--- src/rtl/itce_pkg.sv ---
// Constants, types and helpers shared by the time-code frame generator.
package itce_pkg;

  // ****************************************************************
  // Clock and symbol timing
  // ****************************************************************
  localparam int CLK_HZ = 10_000_000;
  localparam int US_PER_S = 1_000_000;
  localparam int SYM_PERIOD_US = 10_000;
  localparam int SYM_ZERO_US = 2_000;
  localparam int SYM_ONE_US = 5_000;
  localparam int SYM_MARK_US = 8_000;
  localparam int CNT_W = 17;

  // ****************************************************************
  // Register map and fields
  // ****************************************************************
  localparam logic [7:0] OFS_CTRL = 8'h00;
  localparam logic [7:0] OFS_TIME = 8'h04;
  localparam logic [7:0] OFS_DATE = 8'h08;
  localparam logic [7:0] OFS_LOCAL = 8'h0c;
  localparam logic [7:0] OFS_LEAP = 8'h10;
  localparam logic [7:0] OFS_DST = 8'h14;
  localparam logic [7:0] OFS_STAT = 8'h18;
  localparam int CTRL_FMT_LSB = 0;
  localparam int CTRL_DC_BIT = 3;
  localparam int TIME_SEC_LSB = 0;
  localparam int TIME_MIN_LSB = 8;
  localparam int TIME_HR_LSB = 16;
  localparam int DATE_DAY_LSB = 0;
  localparam int DATE_YR_LSB = 16;
  localparam int LOC_LEAP_DEL_BIT = 0;
  localparam int LOC_DST_ON_BIT = 1;
  localparam int LOC_NEG_BIT = 2;
  localparam int LOC_OFS_HR_LSB = 3;
  localparam int LOC_HALF_BIT = 7;
  localparam int STAT_ACT_BIT = 7;
  localparam int STAT_QUAL_LSB = 8;
  localparam int CNTR_W = 16;

  // ****************************************************************
  // Frame layout
  // ****************************************************************
  localparam int FRAME_LEN = 100;
  localparam int SHORT_LEN = 25;
  localparam logic [6:0] MARK_STEP = 7'h0a;
  localparam logic [6:0] MARK_PHASE = 7'h09;
  localparam int POS_SEC_U = 1;
  localparam int POS_SEC_T = 6;
  localparam int POS_MIN_U = 10;
  localparam int POS_MIN_T = 15;
  localparam int POS_HR_U = 20;
  localparam int POS_HR_T = 25;
  localparam int POS_DAY_U = 30;
  localparam int POS_DAY_T = 35;
  localparam int POS_DAY_H = 40;
  localparam int POS_YR_U = 50;
  localparam int POS_YR_T = 55;
  localparam int POS_LEAP_PEND = 60;
  localparam int POS_LEAP_DEL = 61;
  localparam int POS_DST_PEND = 62;
  localparam int POS_DST_ON = 63;
  localparam int POS_OFS_SIGN = 64;
  localparam int POS_OFS_HR = 65;
  localparam int POS_OFS_HALF = 70;
  localparam int POS_QUAL = 71;
  localparam int POS_PARITY = 75;
  localparam int POS_SOD_LO = 80;
  localparam int POS_SOD_HI = 90;
  localparam int SOD_LO_W = 9;
  localparam int SOD_W = 17;
  localparam int SH_SEC = 1;
  localparam int SH_MIN = 8;
  localparam int SH_HR = 15;
  localparam logic [SOD_W-1:0] SEC_PER_MIN = 17'h0003c;
  localparam logic [SOD_W-1:0] SEC_PER_HR = 17'h00e10;
  localparam logic [CNTR_W-1:0] LEAP_WARN_S = 16'h003b;
  localparam logic [CNTR_W-1:0] DST_WARN_S = 16'h0001;

  // ****************************************************************
  // Time quality thresholds and codes
  // ****************************************************************
  localparam logic [31:0] ERR_1US_NS = 32'h0000_03e8;
  localparam logic [31:0] ERR_10US_NS = 32'h0000_2710;
  localparam logic [31:0] ERR_100US_NS = 32'h0001_86a0;
  localparam logic [31:0] ERR_1MS_NS = 32'h000f_4240;
  localparam logic [31:0] ERR_10MS_NS = 32'h0098_9680;
  localparam logic [3:0] QUAL_1US = 4'h4;
  localparam logic [3:0] QUAL_10US = 4'h5;
  localparam logic [3:0] QUAL_100US = 4'h6;
  localparam logic [3:0] QUAL_1MS = 4'h7;
  localparam logic [3:0] QUAL_10MS = 4'h8;
  localparam logic [3:0] QUAL_BAD = 4'h9;

  // ****************************************************************
  // Types
  // ****************************************************************
  typedef enum logic [2:0] {
    FMT_B122 = 3'h0,
    FMT_B123 = 3'h1,
    FMT_B120 = 3'h2,
    FMT_NASA = 3'h3,
    FMT_SHORT = 3'h4
  } itce_fmt_t;

  typedef enum logic [1:0] {
    SYM_ZERO = 2'h0,
    SYM_ONE = 2'h1,
    SYM_MARK = 2'h2
  } itce_sym_t;

  typedef enum logic [1:0] {
    ST_IDLE = 2'h0,
    ST_HIGH = 2'h1,
    ST_LOW = 2'h3
  } itce_state_t;

  localparam itce_fmt_t FMT_RST = FMT_B122;

  // Splits a binary value into three BCD digits, hundreds on top.
  function automatic logic [11:0] itce_bcd(input logic [8:0] v);
    logic [8:0] h;
    logic [8:0] t;
    logic [8:0] u;
    h = v / 9'h064;
    t = (v / 9'h00a) % 9'h00a;
    u = v % 9'h00a;
    return {h[3:0], t[3:0], u[3:0]};
  endfunction : itce_bcd

endpackage : itce_pkg

--- src/rtl/irig_timecode_encoder.sv ---
// Time-code frame generator with APB registers and pulse-width output.
//
// How it works
// - One format at a time, set by register.
// - Optional level-shifted copy of the code.
// - Basic mode sends BCD time, 100 pps.
// - Basic BCD-only format selected after reset.
// - Binary seconds of day from position 80.
// - Extended mode adds control-bit status fields.
// - Year units P50-53, P54 zero, tens P55-58.
// - Leap pending set 59 seconds before.
// - P61 low adds, high deletes second.
// - DST pending one second early; P63 active.
// - Offset sign P64, hours P65-P68.
// - P70 flags extra half hour offset.
// - Quality code in P71 through P74.
// - Quality code mapped from time error.
// - P75 odd parity; P76-P78 zero.
// - NASA mode sends 100-bit frame.
// - Short mode sends 25-bit time frame.
`timescale 1ns/1ns
module irig_timecode_encoder
  import itce_pkg::*;
#(
  parameter int PERIOD_CYC = SYM_PERIOD_US * (CLK_HZ / US_PER_S),
  parameter int ZERO_CYC = SYM_ZERO_US * (CLK_HZ / US_PER_S),
  parameter int ONE_CYC = SYM_ONE_US * (CLK_HZ / US_PER_S),
  parameter int MARK_CYC = SYM_MARK_US * (CLK_HZ / US_PER_S)
) (
  input wire logic mclk,
  input wire logic rst,
  input wire logic psel,
  input wire logic penable,
  input wire logic pwrite,
  input wire logic [7:0] paddr,
  input wire logic [31:0] pwdata,
  output logic [31:0] prdata,
  output logic pready,
  output logic pslverr,
  input wire logic pps_in,
  input wire logic [31:0] time_error_ns,
  input wire logic ever_synced,
  output logic modulated_code_output,
  output logic dc_code_output
);

  // ****************************************************************
  // Register bus
  // ****************************************************************
  itce_fmt_t fmt_q;
  logic dc_en_q;
  logic [5:0] sec_q;
  logic [5:0] min_q;
  logic [4:0] hr_q;
  logic [8:0] day_q;
  logic [6:0] yr_q;
  logic leap_del_q;
  logic dst_on_q;
  logic ofs_neg_q;
  logic [3:0] ofs_hr_q;
  logic ofs_half_q;
  logic [CNTR_W-1:0] leap_cnt_q;
  logic [CNTR_W-1:0] dst_cnt_q;
  logic [3:0] qual_q;
  logic [6:0] idx_q;
  logic active_q;
  logic access_start;
  logic wr_en;
  logic hit;
  logic [31:0] rd_c;

  assign access_start = psel & penable & ~pready;
  assign wr_en = psel & penable & pwrite & pready;

  // Address decode for reads; an unmapped offset answers zero and an error.
  always_comb begin
    rd_c = '0;
    hit = 1'b1;
    if (paddr == OFS_CTRL) begin
      rd_c[CTRL_FMT_LSB +: 3] = fmt_q;
      rd_c[CTRL_DC_BIT] = dc_en_q;
    end else if (paddr == OFS_TIME) begin
      rd_c[TIME_SEC_LSB +: 6] = sec_q;
      rd_c[TIME_MIN_LSB +: 6] = min_q;
      rd_c[TIME_HR_LSB +: 5] = hr_q;
    end else if (paddr == OFS_DATE) begin
      rd_c[DATE_DAY_LSB +: 9] = day_q;
      rd_c[DATE_YR_LSB +: 7] = yr_q;
    end else if (paddr == OFS_LOCAL) begin
      rd_c[LOC_LEAP_DEL_BIT] = leap_del_q;
      rd_c[LOC_DST_ON_BIT] = dst_on_q;
      rd_c[LOC_NEG_BIT] = ofs_neg_q;
      rd_c[LOC_OFS_HR_LSB +: 4] = ofs_hr_q;
      rd_c[LOC_HALF_BIT] = ofs_half_q;
    end else if (paddr == OFS_LEAP) begin
      rd_c[CNTR_W-1:0] = leap_cnt_q;
    end else if (paddr == OFS_DST) begin
      rd_c[CNTR_W-1:0] = dst_cnt_q;
    end else if (paddr == OFS_STAT) begin
      rd_c[6:0] = idx_q;
      rd_c[STAT_ACT_BIT] = active_q;
      rd_c[STAT_QUAL_LSB +: 4] = qual_q;
    end else begin
      hit = 1'b0;
    end
  end

  // One wait state: data and pready are registered, so every access takes two cycles.
  always_ff @(posedge mclk) begin
    if (rst) begin
      pready <= 1'b0;
      prdata <= '0;
      pslverr <= 1'b0;
    end else begin
      pready <= access_start;
      if (access_start) begin
        prdata <= pwrite ? '0 : rd_c;
        pslverr <= ~hit;
      end
    end
  end

  always_ff @(posedge mclk) begin
    if (rst) begin
      fmt_q <= FMT_RST;
      dc_en_q <= 1'b0;
    end else if (wr_en && paddr == OFS_CTRL) begin
      fmt_q <= itce_fmt_t'(pwdata[CTRL_FMT_LSB +: 3]);
      dc_en_q <= pwdata[CTRL_DC_BIT];
    end
  end

  // Software loads the time of the coming second before its edge.
  always_ff @(posedge mclk) begin
    if (rst) begin
      sec_q <= '0;
      min_q <= '0;
      hr_q <= '0;
      day_q <= '0;
      yr_q <= '0;
    end else if (wr_en && paddr == OFS_TIME) begin
      sec_q <= pwdata[TIME_SEC_LSB +: 6];
      min_q <= pwdata[TIME_MIN_LSB +: 6];
      hr_q <= pwdata[TIME_HR_LSB +: 5];
    end else if (wr_en && paddr == OFS_DATE) begin
      day_q <= pwdata[DATE_DAY_LSB +: 9];
      yr_q <= pwdata[DATE_YR_LSB +: 7];
    end
  end

  // Local offset, leap direction and daylight-saving state.
  always_ff @(posedge mclk) begin
    if (rst) begin
      leap_del_q <= 1'b0;
      dst_on_q <= 1'b0;
      ofs_neg_q <= 1'b0;
      ofs_hr_q <= '0;
      ofs_half_q <= 1'b0;
    end else if (wr_en && paddr == OFS_LOCAL) begin
      leap_del_q <= pwdata[LOC_LEAP_DEL_BIT];
      dst_on_q <= pwdata[LOC_DST_ON_BIT];
      ofs_neg_q <= pwdata[LOC_NEG_BIT];
      ofs_hr_q <= pwdata[LOC_OFS_HR_LSB +: 4];
      ofs_half_q <= pwdata[LOC_HALF_BIT];
    end
  end

  // Countdowns in seconds to the next leap and DST change; a write wins over a tick.
  always_ff @(posedge mclk) begin
    if (rst) begin
      leap_cnt_q <= '0;
      dst_cnt_q <= '0;
    end else begin
      if (wr_en && paddr == OFS_LEAP) begin
        leap_cnt_q <= pwdata[CNTR_W-1:0];
      end else if (pps_in && leap_cnt_q != '0) begin
        leap_cnt_q <= leap_cnt_q - 1'b1;
      end
      if (wr_en && paddr == OFS_DST) begin
        dst_cnt_q <= pwdata[CNTR_W-1:0];
      end else if (pps_in && dst_cnt_q != '0) begin
        dst_cnt_q <= dst_cnt_q - 1'b1;
      end
    end
  end

  always_ff @(posedge mclk) begin
    if (rst || !ever_synced) begin
      qual_q <= QUAL_BAD;
    end else if (time_error_ns < ERR_1US_NS) begin
      qual_q <= QUAL_1US;
    end else if (time_error_ns < ERR_10US_NS) begin
      qual_q <= QUAL_10US;
    end else if (time_error_ns < ERR_100US_NS) begin
      qual_q <= QUAL_100US;
    end else if (time_error_ns < ERR_1MS_NS) begin
      qual_q <= QUAL_1MS;
    end else if (time_error_ns < ERR_10MS_NS) begin
      qual_q <= QUAL_10MS;
    end else begin
      qual_q <= QUAL_BAD;
    end
  end

  // ****************************************************************
  // Frame assembly
  // ****************************************************************
  logic [FRAME_LEN-1:0] long_d;
  logic [SHORT_LEN-1:0] short_d;
  logic [FRAME_LEN-1:0] frame_q;
  logic [SOD_W-1:0] sod_c;
  logic [11:0] bs;
  logic [11:0] bm;
  logic [11:0] bh;
  logic [11:0] bd;
  logic [11:0] by;

  assign bs = itce_bcd(9'(sec_q));
  assign bm = itce_bcd(9'(min_q));
  assign bh = itce_bcd(9'(hr_q));
  assign bd = itce_bcd(day_q);
  assign by = itce_bcd(9'(yr_q));
  assign sod_c = SOD_W'(sec_q) + SOD_W'(min_q) * SEC_PER_MIN + SOD_W'(hr_q) * SEC_PER_HR;

  always_comb begin
    long_d = '0;
    long_d[POS_SEC_U +: 4] = bs[3:0];
    long_d[POS_SEC_T +: 3] = bs[6:4];
    long_d[POS_MIN_U +: 4] = bm[3:0];
    long_d[POS_MIN_T +: 3] = bm[6:4];
    long_d[POS_HR_U +: 4] = bh[3:0];
    long_d[POS_HR_T +: 2] = bh[5:4];
    long_d[POS_DAY_U +: 4] = bd[3:0];
    long_d[POS_DAY_T +: 4] = bd[7:4];
    long_d[POS_DAY_H +: 2] = bd[9:8];
    if (fmt_q == FMT_B123 || fmt_q == FMT_B120) begin
      long_d[POS_SOD_LO +: SOD_LO_W] = sod_c[SOD_LO_W-1:0];
      long_d[POS_SOD_HI +: SOD_W-SOD_LO_W] = sod_c[SOD_W-1:SOD_LO_W];
    end
    if (fmt_q == FMT_B120) begin
      long_d[POS_YR_U +: 4] = by[3:0];
      long_d[POS_YR_T +: 4] = by[7:4];
      long_d[POS_LEAP_PEND] = (leap_cnt_q != '0) && (leap_cnt_q <= LEAP_WARN_S);
      long_d[POS_LEAP_DEL] = leap_del_q;
      long_d[POS_DST_PEND] = (dst_cnt_q == DST_WARN_S);
      long_d[POS_DST_ON] = dst_on_q;
      long_d[POS_OFS_SIGN] = ofs_neg_q;
      long_d[POS_OFS_HR +: 4] = ofs_hr_q;
      long_d[POS_OFS_HALF] = ofs_half_q;
      long_d[POS_QUAL +: 4] = qual_q;
      long_d[POS_PARITY] = ~(^long_d[POS_PARITY-1:0]);
    end
  end

  always_comb begin
    short_d = '0;
    short_d[SH_SEC +: 7] = bs[6:0];
    short_d[SH_MIN +: 7] = bm[6:0];
    short_d[SH_HR +: 6] = bh[5:0];
  end

  always_ff @(posedge mclk) begin
    if (rst) begin
      frame_q <= '0;
    end else if (pps_in) begin
      frame_q <= (fmt_q == FMT_SHORT) ? FRAME_LEN'(short_d) : long_d;
    end
  end

  // ****************************************************************
  // Symbol builder and buffer
  // ****************************************************************
  logic [6:0] last_c;
  logic marker_c;
  itce_sym_t sym_c;
  logic push_valid;
  logic push_ready;
  logic pop_valid;
  logic pop_ready;
  logic [1:0] pop_data;

  assign last_c = (fmt_q == FMT_SHORT) ? 7'(SHORT_LEN - 1) : 7'(FRAME_LEN - 1);
  assign push_valid = active_q & ~pps_in;

  always_comb begin
    marker_c = (idx_q == '0);
    if (fmt_q != FMT_SHORT && (idx_q % MARK_STEP) == MARK_PHASE) begin
      marker_c = 1'b1;
    end
    if (marker_c) begin
      sym_c = SYM_MARK;
    end else begin
      sym_c = frame_q[idx_q] ? SYM_ONE : SYM_ZERO;
    end
  end

  // A new second restarts the frame; a full buffer simply holds the builder.
  always_ff @(posedge mclk) begin
    if (rst) begin
      idx_q <= '0;
      active_q <= 1'b0;
    end else if (pps_in) begin
      idx_q <= '0;
      active_q <= 1'b1;
    end else if (push_valid && push_ready) begin
      idx_q <= idx_q + 1'b1;
      if (idx_q == last_c) begin
        active_q <= 1'b0;
      end
    end
  end

  itce_sym_fifo #(
    .WIDTH(2),
    .DEPTH(2)
  ) u_fifo (
    .mclk(mclk),
    .rst(rst),
    .flush(pps_in),
    .in_valid(push_valid),
    .in_data(sym_c),
    .in_ready(push_ready),
    .out_valid(pop_valid),
    .out_data(pop_data),
    .out_ready(pop_ready)
  );

  // ****************************************************************
  // Pulse-width serializer
  // ****************************************************************
  itce_state_t state_q;
  itce_state_t state_d;
  logic [CNT_W-1:0] cnt_q;
  logic [CNT_W-1:0] cnt_d;
  logic [CNT_W-1:0] width_q;
  logic [CNT_W-1:0] width_d;
  logic [CNT_W-1:0] new_width;

  always_comb begin
    case (itce_sym_t'(pop_data))
      SYM_ONE: new_width = CNT_W'(ONE_CYC);
      SYM_MARK: new_width = CNT_W'(MARK_CYC);
      default: new_width = CNT_W'(ZERO_CYC);
    endcase
  end

  // High for the symbol's width, low for the rest of the bit period.
  always_comb begin
    state_d = state_q;
    cnt_d = cnt_q + 1'b1;
    width_d = width_q;
    pop_ready = 1'b0;
    case (state_q)
      ST_IDLE: begin
        cnt_d = '0;
        if (pop_valid) begin
          pop_ready = 1'b1;
          width_d = new_width;
          state_d = ST_HIGH;
        end
      end
      ST_HIGH: begin
        if (cnt_q == width_q - 1'b1) begin
          state_d = ST_LOW;
        end
      end
      ST_LOW: begin
        if (cnt_q == CNT_W'(PERIOD_CYC - 1)) begin
          cnt_d = '0;
          pop_ready = pop_valid;
          width_d = new_width;
          state_d = pop_valid ? ST_HIGH : ST_IDLE;
        end
      end
      default: begin
        state_d = ST_IDLE;
      end
    endcase
    if (pps_in) begin
      state_d = ST_IDLE;
      pop_ready = 1'b0;
    end
  end

  always_ff @(posedge mclk) begin
    if (rst) begin
      state_q <= ST_IDLE;
      cnt_q <= '0;
      width_q <= '0;
    end else begin
      state_q <= state_d;
      cnt_q <= cnt_d;
      width_q <= width_d;
    end
  end

  always_ff @(posedge mclk) begin
    if (rst) begin
      modulated_code_output <= 1'b0;
      dc_code_output <= 1'b0;
    end else begin
      modulated_code_output <= (state_d == ST_HIGH);
      dc_code_output <= (state_d == ST_HIGH) & dc_en_q;
    end
  end
endmodule : irig_timecode_encoder

--- src/rtl/itce_sym_fifo.sv ---
// Small symbol buffer between the frame builder and the serializer.
`timescale 1ns/1ns
module itce_sym_fifo #(
  parameter int WIDTH = 2,
  parameter int DEPTH = 2
) (
  input wire logic mclk,
  input wire logic rst,
  input wire logic flush,
  input wire logic in_valid,
  input wire logic [WIDTH-1:0] in_data,
  output logic in_ready,
  output logic out_valid,
  output logic [WIDTH-1:0] out_data,
  input wire logic out_ready
);
  localparam int AW = $clog2(DEPTH);

  logic [WIDTH-1:0] mem_q [DEPTH];
  logic [AW-1:0] wr_q;
  logic [AW-1:0] rd_q;
  logic [AW:0] cnt_q;
  logic push;
  logic pop;

  // Full and empty come straight from the fill count.
  assign in_ready = (cnt_q != (AW+1)'(DEPTH));
  assign out_valid = (cnt_q != '0);
  assign out_data = mem_q[rd_q];
  assign push = in_valid & in_ready;
  assign pop = out_valid & out_ready;

  // Storage holds no control state, so it needs no reset.
  always_ff @(posedge mclk) begin
    if (push) begin
      mem_q[wr_q] <= in_data;
    end
  end

  // Pointers wrap naturally because the depth is a power of two.
  always_ff @(posedge mclk) begin
    if (rst || flush) begin
      wr_q <= '0;
      rd_q <= '0;
      cnt_q <= '0;
    end else begin
      if (push) begin
        wr_q <= wr_q + 1'b1;
      end
      if (pop) begin
        rd_q <= rd_q + 1'b1;
      end
      cnt_q <= cnt_q + (AW+1)'(push) - (AW+1)'(pop);
    end
  end
endmodule : itce_sym_fifo

--- config.mk ---
export PLATFORM = sky130hd
export DESIGN_NAME = irig_timecode_encoder
export DESIGN_NICKNAME = d
export VERILOG_FILES = /design/src/rtl/itce_pkg.sv /design/src/rtl/irig_timecode_encoder.sv /design/src/rtl/itce_sym_fifo.sv
export SDC_FILE = /design/constraint.sdc
export NUM_CORES = 1
export LEC_CHECK = 0
export BUFFER_PORTS_ARGS = -buffer_cell sky130_fd_sc_hd__buf_2
export CORE_MARGIN = 4
export CORE_UTILIZATION = 56
export DETAILED_ROUTE_END_ITERATION = 12
export HOLD_SLACK_MARGIN = 0.02
export PLACE_DENSITY = 0.78
export SKIP_CTS_REPAIR_TIMING = 1
export SYNTH_ARGS = -nofsm -noshare
export SYNTH_HDL_FRONTEND = slang
export SYNTH_SLANG_ARGS = --single-unit
--- constraint.sdc ---
create_clock -name mclk -period 5.75 [get_ports mclk]
set_clock_uncertainty 0.15 [all_clocks]
set_input_delay 0.2875 -clock mclk [delete_from_list [all_inputs] [get_ports mclk]]
set_output_delay 0.2875 -clock mclk [all_outputs]
set_load 0.1 [all_outputs]
==> results.py, run 1 <==
metrics = {
    "run_status": {
        "status": "completed",
    },
    "routing": {
        "vias": 14550,
        "wl_um": 42590,
        "dr.pass1.iters": 5,
        "viasPerCell": 6.125,
        "dr.first_iter.drc_count": 1196,
        "drc": 0,
        "drt.antenna.violating_nets": 0,
        "post_drt_wl_per_cell_um": 17.93,
    },
    "power_and_ir_drop": {
        "p_int_mw": 2.988,
        "power.leakage_nw": 7.126,
        "p_seq_frac": 0.419,
        "cellPowerDensity_nw_per_um2": 242.4,
        "p_sw_mw": 1.292,
        "power_frac_clock": 0.346,
        "power.total_mw": 4.281,
        "swShare": 0.3019,
        "power_frac_comb": 0.234,
        "ir_worst_vdd_mv": 0.2845,
    },
    "final_layout": {
        "num_antenna_cells": 0,
        "final_cell_mix": "215 x dfxtp_1, 209 x nor2_1, 176 x nand2_1, 119 x a21oi_1, 104 x ha_1",
        "final_common_cell": "dfxtp_1",
        "finish.utilization": 0.6480,
        "final-seq-area_um2": 4536,
        "fin_nets": 2190,
        "area_delta_synth_final_pct": 12.59,
        "finalNonFillerCells": 2376,
        "multi_input_area_um2": 10460,
        "fillers": 2224,
        "layout-drive-gt1-share": 0.1257,
        "fin_area_um2": 17660,
    },
    "floorplan": {
        "die_y_um": 175.4,
        "dieArea_um2": 30750,
        "die_w_um": 175.4,
        "ios": 115,
        "core_um2": 27250,
        "fp-row-count": 60,
        "start_util": 0.5755,
    },
    "logic_synthesis": {
        "synth_top_family_by_area": "compound AO/OA/AOI/OAI gates",
        "synth-simple-area-share": 0.1912,
        "ys_async_sr_fraction": 0,
        "ys_types": 88,
        "synth_cells": 1907,
        "ys_ff_latch": 224,
        "netlist_area_um2": 15680,
        "ys_warn_count": 0,
        "synth_fa_ha_area_frac": 0.1036,
        "yosysSeqAreaShare": 0.2885,
        "synth_compound_area_frac": 0.2106,
        "avgSynthCellArea_um2": 8.224,
        "synth_xor_area_frac": 0.08712,
        "muxShareOfSynthArea": 0.06534,
        "synth_top_flop_cell": "dfxtp_1",
        "synth_edf_count": 4,
    },
    "timing": {
        "period_share": 0.9526,
        "maxSlewViolCount": 0,
        "hold_violations": 0,
        "slew_headroom": 0.2214,
        "whs_ns": 0.03412,
        "tightest_slew_ns": 1.159,
        "max_freq_mhz": 182.6,
        "finalSetupViolCount": 0,
        "period_needed_ns": 5.477,
    },
    "run": {
        "cap_violations": 0,
    },
    "global_routing": {
        "antenna_found_initial": 0,
        "grt_pass1_wl_um": 68060,
        "grt_max_degree": 77,
        "gr-total-overflow": 0,
        "track_usage": 0.2635,
        "first_global_vias": 13540,
    },
    "placed_design": {
        "gp_congestion": 0.9234,
        "hpwl_um": 31140,
        "dp.cells": 2310,
        "dpl_cell_area_um2": 16570,
        "io_buffers": 93,
    },
    "clock_network": {
        "path_clk_slew_ns": 0.06,
        "clk_latency_ns": 0.53,
        "cts_tree": "built",
        "clock-root-buffer": "clkbuf_16",
        "numCtsBuffers": 24,
        "clock-sinks": 224,
        "cts_max_path_buffers": 3,
        "cts_max_level": 1,
    },
    "min_path": {
        "holdPathStages": 5,
        "min_path_type": "primary input to flip-flop",
    },
    "setup_path": {
        "setup.worst_path.start_class": "flip-flop",
        "critPathCaptureType": "flip-flop",
        "cp_max_fo": 11,
        "arrival_ns": 5.74,
        "crit_required_ns": 6.01,
        "crit_type": "flip-flop to flip-flop",
        "rr_worst_depth": 27,
    },
}
==> cell usage after synthesis (42+ instances only) <==
| cell | count | area share |
|---|---|---|
| dfxtp_1 | 220 | 0.28 |
| nor2_1 | 210 | 0.050 |
| nand2_1 | 177 | 0.042 |
| a21oi_1 | 120 | 0.038 |
| ha_1 | 105 | 0.084 |
| xnor2_1 | 100 | 0.056 |
| clkbuf_1 | 95 | 0.023 |
| o21ai_0 | 85 | 0.027 |
| inv_1 | 82 | 0.020 |
| mux2i_1 | 63 | 0.040 |
| a22o_1 | 48 | 0.027 |
| nand3_1 | 45 | 0.014 |
| xor2_1 | 42 | 0.023 |
==> area by class of cell <==
| cell class | instances | share of cell area |
|---|---|---|
| Clock inverter | 5 | 0.002834 |
| Sequential cell | 224 | 0.2569 |
| Multi-Input combinational cell | 1484 | 0.5924 |
| Inverter | 83 | 0.01764 |
| Clock buffer | 34 | 0.03904 |
| Tap cell | 372 | 0.02636 |
| Timing Repair Buffer | 174 | 0.06490 |
==> through the flow <==
stage	TNS, ns	setup WS (ns)
2_1_floorplan	0	0.02638
3_3_place_gp	0	0.03463
3_5_place_dp	-0.1414	-0.1414
4_1_cts	-0.2086	-0.2086
5_1_grt	-0.0006972	-0.0006972
6_report	0	0.2726
==> path summary, 6_finish.rpt <==
kind                    startpoint                       end  slack (ns)
max          day_q[6]$_SDFFE_PP0P_  frame_q[75]$_SDFFE_PP0P_        0.27
min              time_error_ns[23]      qual_q[1]$_SDFF_PP0_        0.03
max reg2reg  day_q[6]$_SDFFE_PP0P_  frame_q[75]$_SDFFE_PP0P_        0.27
min reg2reg    cnt_q[0]$_SDFF_PP0_       cnt_q[0]$_SDFF_PP0_        0.29
==> power by group through the flow <==
| stage | combinational [mW] | sequential [mW] | clock (mW) |
|---|---|---|---|
| floorplan | 0.790 | 1.78 | 0 |
| global placement | 0.955 | 1.82 | 0 |
| detailed placement | 0.967 | 1.82 | 0 |
| CTS | 0.978 | 1.79 | 1.50 |
| global route | 1.11 | 1.81 | 1.56 |
| finish | 1.00 | 1.79 | 1.48 |
==> cells by family (layout without fill, tap and decap cells) <==
group | after synthesis | in the layout
simple gates | 633 | 633
compound gates | 488 | 488
flops | 224 | 224
buf+inv | 207 | 296
xor+xnor | 148 | 148
fa+ha+maj | 121 | 121
mux | 85 | 85
other cells | 1 | 9
==> routing by layer <==
layer | up-vias | part of all wire | track usage
met5 | - | 0 | 0
met4 | 0 | 0.046 | 0.1025
met3 | 130 | 0.071 | 0.03465
met2 | 611 | 0.45 | 0.4250
met1 | 6833 | 0.43 | 0.3608
li1 | 6979 | - | -
==> registers in the layout, summed over array words and instances (netlist names), 2 cells and up, named ones only <==
register	flops
cnt_q	17
day_q	9
dst_cnt_q	16
fmt_q	3
frame_q	75
hr_q	5
idx_q	7
leap_cnt_q	16
min_q	6
ofs_hr_q	4
prdata	23
qual_q	4
sec_q	6
state_q	2
u_fifo.cnt_q	2
u_fifo.mem_q	4
width_q	5
yr_q	7
==> critical path, stage by stage (launching register included) <==
cell and delay [ns]:
dfxtp_4 0.39, and4bb_2 0.25, and2_2 0.23, a2111oi_4 0.41, a31o_2 0.19, o21ai_2 0.08
xnor2_1 0.15, ha_1 0.20, a21o_1 0.19, a311oi_2 0.27, o22ai_2 0.12, or3_4 0.35
nand2_2 0.09, ha_4 0.14, a21o_1 0.08, a22o_1 0.11, a21oi_1 0.06, a31o_2 0.24
xnor2_2 0.14, ha_1 0.20, a21oi_2 0.18, a211oi_2 0.12, a41oi_2 0.23, o21ai_2 0.09
nor2b_2 0.17, xnor3_1 0.20, xnor2_1 0.14, a22o_1 0.19
Power figures use the tool's default switching activity.
==> run 2, diff against run 1 <==
--- a/config.mk
+++ b/config.mk
@@ -6,7 +6,6 @@
 export NUM_CORES = 1
 export LEC_CHECK = 0
 export BUFFER_PORTS_ARGS = -buffer_cell sky130_fd_sc_hd__buf_2
-export CORE_MARGIN = 4
 export CORE_UTILIZATION = 56
 export DETAILED_ROUTE_END_ITERATION = 12
 export HOLD_SLACK_MARGIN = 0.02
==> results.py, run 2 (synthesis results as in run 1) <==
metrics = {
    "placed_design": {
        "hpwl_um": 31350,
        "io_buffers": 93,
        "gp_congestion": 0.9618,
        "dp_slack_ns": -0.1199,
        "dpl_cell_area_um2": 16570,
    },
    "global_routing": {
        "gr-total-overflow": 0,
        "grt_pass1_wl_um": 67050,
        "antenna_found_initial": 1,
        "first_global_vias": 13220,
        "track_usage": 0.2878,
        "grt_max_degree": 93,
    },
    "timing": {
        "period_needed_ns": 5.493,
        "slew_headroom": 0.1766,
        "whs_ns": 0.03540,
        "tightest_slew_ns": 1.226,
        "maxSlewViolCount": 0,
        "max_freq_mhz": 182.1,
        "hold_violations": 0,
        "worst_slack_ns": 0.2572,
        "finalSetupViolCount": 0,
        "period_share": 0.9553,
    },
    "final_layout": {
        "largest_register_ffs": 75,
        "fin_nets": 2192,
        "num_antenna_cells": 0,
        "final_cell_mix": "216 x dfxtp_1, 209 x nor2_1, 176 x nand2_1, 119 x a21oi_1, 103 x ha_1",
        "final_common_cell": "dfxtp_1",
        "area_delta_synth_final_pct": 12.96,
        "top_regs": "frame_q x75, prdata x23, cnt_q x17",
        "multi_input_area_um2": 10460,
        "finish.utilization": 0.6519,
        "fin_area_um2": 17720,
        "regMostFlops": "frame_q",
        "final-seq-area_um2": 4539,
        "fillers": 2258,
        "layout-drive-gt1-share": 0.1293,
    },
    "clock_network": {
        "clock-sinks": 224,
        "cts_max_path_buffers": 3,
        "numCtsBuffers": 25,
        "path_clk_slew_ns": 0.06,
        "clk_latency_ns": 0.53,
        "clock-root-buffer": "clkbuf_16",
        "cts_tree": "built",
        "cts_max_level": 1,
    },
    "setup_path": {
        "setup.worst_path.start_class": "flip-flop",
        "rr_worst_depth": 27,
        "rrSetupSlack_ns": 0.26,
        "crit_type": "flip-flop to flip-flop",
        "rr_startpoint": "day_q[7]$_SDFFE_PP0P_",
        "crit_required_ns": 6.01,
        "critPathCaptureType": "flip-flop",
        "arrival_ns": 5.75,
        "cp_max_fo": 8,
        "reg2reg_to": "frame_q[75]$_SDFFE_PP0P_",
    },
    "run_status": {
        "status": "completed",
    },
    "floorplan": {
        "fp-row-count": 60,
        "die_w_um": 169.4,
        "core_um2": 27180,
        "dieArea_um2": 28680,
        "ios": 115,
        "start_util": 0.5771,
        "die_y_um": 169.4,
    },
    "power_and_ir_drop": {
        "cellPowerDensity_nw_per_um2": 244.7,
        "power.total_mw": 4.334,
        "ir_worst_vdd_mv": 0.2547,
        "power.leakage_nw": 7.166,
    },
    "min_path": {
        "hold-path-endpoint": "qual_q[1]$_SDFF_PP0_",
        "worstHoldStart": "time_error_ns[14]",
        "holdPathStages": 5,
        "min_path_type": "primary input to flip-flop",
    },
    "routing": {
        "drt.antenna.violating_nets": 0,
        "dr.pass1.iters": 5,
        "vias": 14580,
        "post_drt_wl_per_cell_um": 18.11,
        "wl_um": 43150,
        "dr.first_iter.drc_count": 1293,
        "viasPerCell": 6.119,
        "drc": 0,
    },
    "run": {
        "cap_violations": 0,
    },
}
run 2: cell count changes in the layout (fill, tap and decap cells not counted), sizes merged:
cell	delta
inv	+1
clkinv	+3
clkbuf	+3
clkinvlp	+1
bufinv	-1
run 2: worst max path at each step:
| stage | startpoint | to | slack [ns] | depth (start not counted) |
|---|---|---|---|---|
| 2_1_floorplan | day_q[6]$_SDFFE_PP0P_ | frame_q[75]$_SDFFE_PP0P_ | 0.03 | 28 |
| 3_3_place_gp | day_q[6]$_SDFFE_PP0P_ | frame_q[75]$_SDFFE_PP0P_ | 0.02 | 27 |
| 3_5_place_dp | day_q[6]$_SDFFE_PP0P_ | frame_q[75]$_SDFFE_PP0P_ | -0.12 | 27 |
| 4_1_cts | day_q[6]$_SDFFE_PP0P_ | frame_q[75]$_SDFFE_PP0P_ | -0.18 | 27 |
| 5_1_grt | day_q[7]$_SDFFE_PP0P_ | frame_q[75]$_SDFFE_PP0P_ | -0.01 | 27 |
| 6_report | day_q[7]$_SDFFE_PP0P_ | frame_q[75]$_SDFFE_PP0P_ | 0.26 | 27 |
run 2: cell type report:
cell class              count  area share
multi-input cells        1484      0.5904
inverters                  83     0.01759
well taps                 372     0.02627
flip-flops and latches    224      0.2562
clock buffers              36     0.04160
clock inverters             9    0.003319
repair buffers            175     0.06455
run 2: routing by layer:
layer / track usage / wire [µm] / up-vias
li1: - / - / 6978
met1: 0.3782 / 18550 / 6916
met2: 0.4861 / 20030 / 581
met3: 0.03801 / 2957 / 107
met4: 0.09675 / 1610 / 0
met5: 0 / 0 / -
run 2: metrics by stage:
stage,TNS (ns),std cells
2_1_floorplan,0,1915
3_3_place_gp,0,2310
3_5_place_dp,-0.1199,2310
4_1_cts,-0.1752,2355
5_1_grt,-0.01447,2383
6_report,0,2383
run 2: where the power goes:
group	internal, mW	leakage, nW	switching [mW]
sequential	1.66	1.82	0.134
clock	0.890	0.396	0.640
combinational	0.460	4.95	0.551
total	3.01	7.17	1.33
run 2: worst max-delay path, cell delays in order, from the launching register on:
cell and delay, ns:
dfxtp_4 0.38, and4bb_2 0.26, and2_2 0.23, a2111oi_4 0.36, a31o_2 0.18, o21ai_2 0.07, xnor2_1 0.15, ha_2 0.19
a21o_1 0.19, a311oi_2 0.26, o22ai_2 0.11, or3_4 0.36, nand2_4 0.08, ha_4 0.14, a21o_1 0.08, a22o_1 0.11
a21oi_1 0.06, a31o_2 0.25, xnor2_2 0.14, ha_1 0.20, a21oi_2 0.17, a211oi_2 0.10, a41oi_2 0.22, o21ai_2 0.09
nor2b_2 0.16, xnor3_1 0.36, xnor2_1 0.13, a22o_1 0.19
